==> config.mk <==
export PLATFORM = sky130hd
export DESIGN_NAME = hexasc_top
export DESIGN_NICKNAME = d
export VERILOG_FILES = /design/src/hw/hexasc_pkg.sv /design/src/hw/hexasc_top.sv
export SDC_FILE = /design/constraint.sdc
export NUM_CORES = 1
export LEC_CHECK = 0
export BUFFER_PORTS_ARGS = -buffer_cell sky130_fd_sc_hd__buf_2
export CAP_MARGIN = 20
export CELL_PAD_IN_SITES_DETAIL_PLACEMENT = 0
export CELL_PAD_IN_SITES_GLOBAL_PLACEMENT = 1
export CORE_AREA = 2 2 139 141
export CTS_CLUSTER_DIAMETER = 200
export DETAILED_ROUTE_END_ITERATION = 10
export DIE_AREA = 0 0 141 143
export GPL_ROUTABILITY_DRIVEN = 0
export PLACE_DENSITY = 0.91
export SYNTH_ARGS = -nofsm -noshare
export SYNTH_HDL_FRONTEND = slang
export SYNTH_SLANG_ARGS = --single-unit
==> constraint.sdc <==
create_clock -name clk_sys -period 3.6 [get_ports clk_sys]
set_clock_uncertainty 0.15 [all_clocks]
set_input_delay 0.18 -clock clk_sys [delete_from_list [all_inputs] [get_ports clk_sys]]
set_output_delay 0.18 -clock clk_sys [all_outputs]
set_load 0.02 [all_outputs]
==> src/hw/hexasc_pkg.sv <==
// Package and per-digit character encoder for the hex-to-ASCII converter
// What this block does
// - Each selected hex digit becomes an ASCII byte
// - Source word holds digits 0..3, low first
// - Digits advance upward, wrapping from 3 to 0
// - Bytes fill low then high, then next word
// - Unwritten destination bytes keep old contents
// - Error flag set on bad control, else cleared
// - Parity mode from control bits 15..12 sets bit 7
// - Mode 0 forces bit 7 to zero
// - Mode 1 gives even count of ones
// - Mode 2 gives odd count of ones
// - 0-9 map to 30-39, A-F to 41-46
// - Control 0121: no parity, high byte, three digits, digit 1
`timescale 1ns/1ps
package hexasc_pkg;
   // ==========================================================
   // Register map (byte addresses)
   localparam logic [7:0] OFS_CMD = 8'h00;
   localparam logic [7:0] OFS_STATUS = 8'h04;
   localparam logic [7:0] OFS_SRC = 8'h08;
   localparam logic [7:0] OFS_CTL = 8'h0C;
   localparam logic [7:0] OFS_DST0 = 8'h10;
   // ==========================================================
   // Field positions and reset values
   localparam int CMD_GO_BIT = 0;
   localparam int STS_BUSY_BIT = 0;
   localparam int STS_ERR_BIT = 1;
   localparam logic [15:0] RST_WORD = 16'h0000;
   localparam int PARITY_MSB = 15;
   localparam int PARITY_LSB = 12;
   // ==========================================================
   // Control word ranges and parity modes
   localparam logic [3:0] MAX_DIGIT = 4'h3;
   localparam logic [3:0] MAX_COUNT = 4'h3;
   localparam logic [3:0] MAX_DST_BYTE = 4'h1;
   localparam logic [3:0] PAR_NONE = 4'h0;
   localparam logic [3:0] PAR_EVEN = 4'h1;
   localparam logic [3:0] PAR_ODD = 4'h2;
   // ==========================================================
   // Character codes
   localparam logic [6:0] CODE_ZERO = 7'h30;
   localparam logic [6:0] CODE_A = 7'h41;
   localparam logic [3:0] DIGIT_TEN = 4'hA;

   // Control word: parity, start destination byte, digit count - 1, start digit
   typedef struct packed {
      logic [3:0] parity;
      logic [3:0] dst_byte;
      logic [3:0] count;
      logic [3:0] src_digit;
   } hexasc_ctl_t;

   typedef enum {HX_IDLE, HX_RUN, HX_DONE} hexasc_state_t;
endpackage

module hexasc_char_enc (
   // Digit in
   input wire logic [3:0] digit,
   input wire logic [3:0] parity,
   // Character out
   output logic [7:0] char_out
);
   logic [6:0] code;
   logic ones_odd;

   always_comb begin
      if (digit < hexasc_pkg::DIGIT_TEN) begin
         code = hexasc_pkg::CODE_ZERO + {3'h0, digit};
      end else begin
         code = hexasc_pkg::CODE_A + {3'h0, digit - hexasc_pkg::DIGIT_TEN};
      end
      ones_odd = ^code;
      case (parity)
         hexasc_pkg::PAR_EVEN: char_out = {ones_odd, code};
         hexasc_pkg::PAR_ODD: char_out = {~ones_odd, code};
         default: char_out = {1'b0, code};
      endcase
   end
endmodule

==> src/hw/hexasc_top.sv <==
// Hex-to-ASCII conversion engine with Avalon-MM register access
//
// Decided for this implementation: the Avalon-MM register port and the placing of the registers.
`timescale 1ns/1ps
module hexasc_top #(
   parameter int DEST_WORDS = 3
) (
   // Clock and reset
   input wire logic clk_sys,
   input wire logic nrst,
   // Avalon-MM slave
   input wire logic [7:0] avs_address,
   input wire logic avs_read,
   input wire logic avs_write,
   input wire logic [31:0] avs_writedata,
   output logic [31:0] avs_readdata,
   output logic avs_waitrequest,
   // Status
   output logic error_flag_out,
   output logic busy_out
);
   // ==========================================================
   // Registers and state
   logic [15:0] src_q;
   hexasc_pkg::hexasc_ctl_t ctl_q;
   hexasc_pkg::hexasc_ctl_t run_ctl_q;
   logic [15:0] run_src_q;
   logic [15:0] dst_q [DEST_WORDS];
   logic [15:0] shd_q [DEST_WORDS];
   hexasc_pkg::hexasc_state_t state_q;
   logic [1:0] digit_q;
   logic [2:0] left_q;
   logic [$clog2(DEST_WORDS*2)-1:0] pos_q;
   logic err_q;
   logic bad_ctl_q;
   logic rd_ack_q;
   logic [31:0] readdata_q;
   logic go;
   logic [3:0] cur_digit;
   logic [7:0] cur_char;
   logic ctl_bad;
   logic wr_take;

   // ==========================================================
   // Bus handshake
   // Reads take one wait cycle so read data come from a flip-flop
   // Writes stall while a conversion is in flight
   assign wr_take = avs_write && (state_q == hexasc_pkg::HX_IDLE);
   assign avs_waitrequest = (avs_read && !rd_ack_q) ||
                            (avs_write && state_q != hexasc_pkg::HX_IDLE);
   assign avs_readdata = readdata_q;
   assign go = wr_take && avs_address == hexasc_pkg::OFS_CMD &&
               avs_writedata[hexasc_pkg::CMD_GO_BIT];
   assign error_flag_out = err_q;
   assign busy_out = state_q != hexasc_pkg::HX_IDLE;

   // Out-of-range control fields
   assign ctl_bad = ctl_q.src_digit > hexasc_pkg::MAX_DIGIT ||
                    ctl_q.count > hexasc_pkg::MAX_COUNT ||
                    ctl_q.dst_byte > hexasc_pkg::MAX_DST_BYTE ||
                    ctl_q.parity > hexasc_pkg::PAR_ODD;

   always_ff @(posedge clk_sys or negedge nrst) begin
      if (!nrst) begin
         rd_ack_q <= 1'b0;
      end else begin
         rd_ack_q <= avs_read && !rd_ack_q;
      end
   end

   // ==========================================================
   // Read data
   always_ff @(posedge clk_sys or negedge nrst) begin
      if (!nrst) begin
         readdata_q <= 32'h0000_0000;
      end else if (avs_read && !rd_ack_q) begin
         readdata_q <= 32'h0000_0000;
         case (avs_address)
            hexasc_pkg::OFS_STATUS: begin
               readdata_q[hexasc_pkg::STS_BUSY_BIT] <= busy_out;
               readdata_q[hexasc_pkg::STS_ERR_BIT] <= err_q;
            end
            hexasc_pkg::OFS_SRC: readdata_q[15:0] <= src_q;
            hexasc_pkg::OFS_CTL: readdata_q[15:0] <= ctl_q;
            default: begin
               for (int i = 0; i < DEST_WORDS; i++) begin
                  if (avs_address == hexasc_pkg::OFS_DST0 + 8'(4 * i)) begin
                     readdata_q[15:0] <= dst_q[i];
                  end
               end
            end
         endcase
      end
   end

   // ==========================================================
   // Operand registers
   always_ff @(posedge clk_sys or negedge nrst) begin
      if (!nrst) begin
         src_q <= hexasc_pkg::RST_WORD;
         ctl_q <= hexasc_pkg::RST_WORD;
      end else if (wr_take) begin
         if (avs_address == hexasc_pkg::OFS_SRC) begin
            src_q <= avs_writedata[15:0];
         end
         if (avs_address == hexasc_pkg::OFS_CTL) begin
            ctl_q <= avs_writedata[15:0];
         end
      end
   end

   // ==========================================================
   // Conversion sequencer
   always_ff @(posedge clk_sys or negedge nrst) begin
      if (!nrst) begin
         state_q <= hexasc_pkg::HX_IDLE;
         run_ctl_q <= hexasc_pkg::RST_WORD;
         run_src_q <= hexasc_pkg::RST_WORD;
         digit_q <= 2'h0;
         left_q <= 3'h0;
         pos_q <= '0;
         bad_ctl_q <= 1'b0;
      end else begin
         case (state_q)
            hexasc_pkg::HX_IDLE: begin
               if (go) begin
                  run_ctl_q <= ctl_q;
                  run_src_q <= src_q;
                  bad_ctl_q <= ctl_bad;
                  digit_q <= ctl_q.src_digit[1:0];
                  left_q <= {1'b0, ctl_q.count[1:0]} + 3'h1;
                  pos_q <= ctl_q.dst_byte[$bits(pos_q)-1:0];
                  state_q <= ctl_bad ? hexasc_pkg::HX_DONE : hexasc_pkg::HX_RUN;
               end
            end
            hexasc_pkg::HX_RUN: begin
               digit_q <= digit_q + 2'h1;
               pos_q <= pos_q + 1'b1;
               left_q <= left_q - 3'h1;
               if (left_q == 3'h1 || pos_q == $bits(pos_q)'(DEST_WORDS * 2 - 1)) begin
                  state_q <= hexasc_pkg::HX_DONE;
               end
            end
            hexasc_pkg::HX_DONE: state_q <= hexasc_pkg::HX_IDLE;
            default: state_q <= hexasc_pkg::HX_IDLE;
         endcase
      end
   end

   // ==========================================================
   // Digit select and encode
   assign cur_digit = run_src_q[{digit_q, 2'b00} +: 4];

   hexasc_char_enc u_enc (
      .digit(cur_digit),
      .parity(run_ctl_q.parity),
      .char_out(cur_char)
   );

   // ==========================================================
   // Shadow destination: built during the run, committed at the end
   generate
      for (genvar w = 0; w < DEST_WORDS; w++) begin : g_word
         always_ff @(posedge clk_sys or negedge nrst) begin
            if (!nrst) begin
               shd_q[w] <= hexasc_pkg::RST_WORD;
               dst_q[w] <= hexasc_pkg::RST_WORD;
            end else begin
               if (state_q == hexasc_pkg::HX_IDLE) begin
                  shd_q[w] <= dst_q[w];
               end else if (state_q == hexasc_pkg::HX_RUN &&
                            pos_q[$bits(pos_q)-1:1] == ($bits(pos_q)-1)'(w)) begin
                  if (pos_q[0]) begin
                     shd_q[w][15:8] <= cur_char;
                  end else begin
                     shd_q[w][7:0] <= cur_char;
                  end
               end
               if (state_q == hexasc_pkg::HX_DONE && !bad_ctl_q) begin
                  dst_q[w] <= shd_q[w];
               end else if (wr_take && avs_address == hexasc_pkg::OFS_DST0 + 8'(4 * w)) begin
                  dst_q[w] <= avs_writedata[15:0];
               end
            end
         end
      end
   endgenerate

   // ==========================================================
   // Error flag: updated with the destination at completion
   always_ff @(posedge clk_sys or negedge nrst) begin
      if (!nrst) begin
         err_q <= 1'b0;
      end else if (state_q == hexasc_pkg::HX_DONE) begin
         err_q <= bad_ctl_q;
      end
   end
endmodule

==> results.toml <==
[run_status]
outcome = "finished clean"

[floorplan]
coreArea_mm2 = 0.0186
dieArea_mm2 = 0.0202
die_height_um = 143
start_util = 0.465
die_w_um = 141
rows = 50
num_io_pins = 79

[grt]
antenna_found_initial = 0
grt_overflow = 0
grt_pass1_wl_um = 36200
grt_max_degree = 94
grt_pass1_vias = 6553
grt_usage = 0.235

[cts]
path_clk_slew_ns = 0.07
cts_tree = "done"
htreeDepth = 4
numCtsBuffers = 17
clock_latency_ns = 0.44
cts_num_sinks = 177
clock_tree.root_cell = "clkbuf_16"
cts_buffer_depth = 2

[setup_path]
setup.worst_path.class = "reg2reg"
end_kind = "register"
crit_fanout = 6
required_ns = 3.74
arrival_ns = 3.32
startpoint_type = "register"

[power]
combPwrFrac = 0.192
clkPwrFrac = 0.315
pwr-share-seq = 0.493
internal_power_uw = 4250
powerDensity_mw_per_mm2 = 614
ir_drop_mv = 0.291
p_switching_uw = 1810
switching_share = 0.299
cellLeakagePower_uw = 0.00464
p_total_uw = 6060

[finish]
regArea_mm2 = 0.00443
final_nets = 977
multi_input_area_mm2 = 0.00385
drive_gt1_frac = 0.183
area_growth_pct = 14.2
n_antenna_cell = 0
nFillCells = 1606

[route]
vias = 6666
drc = 0
ant_nets = 0
initialDrtViolationCount = 572
drt-pass1-iter-count = 5
wl_per_cell_um = 19.1
totalWireLength_um = 22400
vias_per_cell = 5.69

[logic_synthesis]
postSynthCellCount = 871
synthDistinctLibCells = 53
yosys-top-cells-area = "dfrtp_1 (51%), mux2i_1 (7.4%), mux2_2 (6.8%), nand2_1 (6.7%), o21ai_0 (4.1%)"
synth_edf_count = 0
syn_area_mm2 = 0.00865
synth-async-reset-ratio = 1.00
ys_warn_count = 0
ys_seq_area_frac = 0.512
synth_area_per_cell_um2 = 9.93
synth_top_area_cell = "dfrtp_1"
synth_top_flop_cell = "dfrtp_1"
synth-seq-cells = 177
yosys.area.top_type_share = 0.512

[timing]
period_share = 0.885
hold_viol = 0
finalSetupViolations = 0
worst_slack_ns = 0.415
fin_crit_ns = 3.19
fmax_mhz = 314
rsz0062_at_grt = "false"
drv_slew = 0
slew_headroom = 0.408
fin_setup_tns_ns = 0
tightest_slew_ns = 0.888

[placed_design]
dp.final_hpwl_um = 14800
portBuffers = 46
place_ws_ns = 0.443

[run]
maxCapViolCount = 0

[min_path]
min_path_type = "in2reg"
[kinds of logic after synthesis]
group	share of synthesized area
flops	0.512
other cells	0.000434
compound gates	0.131
xor+xnor	0.00695
mux	0.151
simple gates	0.136
fa+ha+maj	0.0101
buf+inv	0.0512
[through the flow]
| stage | util | cells | hold WS (ns) | cell area [µm²] |
|---|---|---|---|---|
| final | 0.532 | 1172 | 0.0145 | 9880 |
| after global routing | 0.532 | 1172 | 0.0362 | 9880 |
| after CTS | 0.532 | 1172 | 0.00880 | 9880 |
| after detailed placement | 0.489 | 1122 | 0.178 | 9080 |
| after global placement | 0.489 | 1122 | 0.181 | 9080 |
| after floorplan | - | 886 | -0.266 | 8700 |
[power groups by stage]
stage / sequential [µW] / combinational (µW) / clock (µW)
2_1_floorplan: 2920 / 838 / 0
3_3_place_gp: 2980 / 1100 / 0
3_5_place_dp: 3010 / 1150 / 0
4_1_cts: 2970 / 1170 / 1940
5_1_grt: 3060 / 1340 / 2010
6_report: 2990 / 1170 / 1910
[sequential cells by signal, summed over array words and instances (netlist names), 4 cells and up]
register and count:
dst_q 48, run_src_q 16, ctl_q 16, avs_readdata 16, src_q 16, run_ctl_q 4, shd_q 48
[final timing paths]
path | from | to | slack, ns | cells past startpoint
worst min register to register | avs_readdata[1]$_DFFE_PN0P_ | avs_readdata[1]$_DFFE_PN0P_ | 0.32 | 2
max in group asynchronous | nrst | dst_q[0]$_DFFE_PN0P_ | 2.14 | 3
worst min-delay path | avs_address[0] | avs_readdata[0]$_DFFE_PN0P_ | 0.01 | 5
min in group asynchronous | nrst | avs_readdata[13]$_DFFE_PN0P_ | 0.23 | 2
worst max register to register | digit_q[0]$_DFFE_PN0P_ | shd_q[39]$_DFFE_PN0P_ | 0.41 | 10
worst max-delay path | digit_q[0]$_DFFE_PN0P_ | shd_q[39]$_DFFE_PN0P_ | 0.41 | 10
[Yosys cell counts, drive strengths merged, types with 3 or more instances]
master	count
mux2i	65
dfrtp	177
nand2b	4
nor2	84
a221oi	16
clkbuf	36
mux4	3
nand3	8
nand2	154
or3	3
nor3	4
nand3b	4
a21oi	66
mux2	52
inv	13
o21ai	73
buf	37
ha	7
nor2b	5
o211ai	7
a211oi	7
xnor2	5
a31oi	19
[worst max-delay path, cell delays in order (launching register included)]
cell      delay (ns)
dfrtp_1         0.41
mux4_2          0.59
inv_1           0.12
ha_1            0.25
nand3b_1        0.23
xnor2_1         0.17
a21oi_2         0.17
xnor2_2         0.13
xnor2_1         0.16
mux2i_2         0.50
a31oi_1         0.17
[area by class of cell]
type                    instances  share of cell area
multi-input cells             622               0.390
well taps                     234              0.0296
clock buffers                  22              0.0480
flip-flops and latches        177               0.448
inverters                      14             0.00532
repair buffers                 94              0.0652
clock inverters                 9              0.0133
[cells in the final DEF, fill, tap and decap left out, types with 4 or more instances in the layout]
cell type	netlist	routed
a31oi_1	19	19
a221oi_1	16	16
nor3_1	4	4
buf_2	12	45
inv_1	13	13
a21oi_1	64	64
nand2b_1	4	4
nor2b_1	5	5
buf_4	18	29
nand3b_1	4	4
o211ai_1	7	7
dlygate4sd3_1	0	19
mux2i_1	64	64
dfrtp_1	177	177
mux2_2	52	52
conb_1	1	16
clkbuf_16	0	17
nand2_1	154	154
xnor2_1	4	4
o21ai_0	70	70
nor2_1	83	81
nand3_1	7	7
a211oi_1	7	7
ha_1	7	7
[what timing repair did]
item,in CTS,in global routing
hold endpoints to repair,160,0
gates resized for setup,0,0
setup buffers,0,0
hold buffers,19,0
[metal layers]
layer	global-route usage	vias up	routed length, µm
met2	0.369	205	10400
met5	0	-	0
met4	0.0916	0	646
met1	0.328	3321	10200
li1	-	3102	-
met3	0.0402	38	1100
No activity file was read; power rests on OpenSTA's default activity.
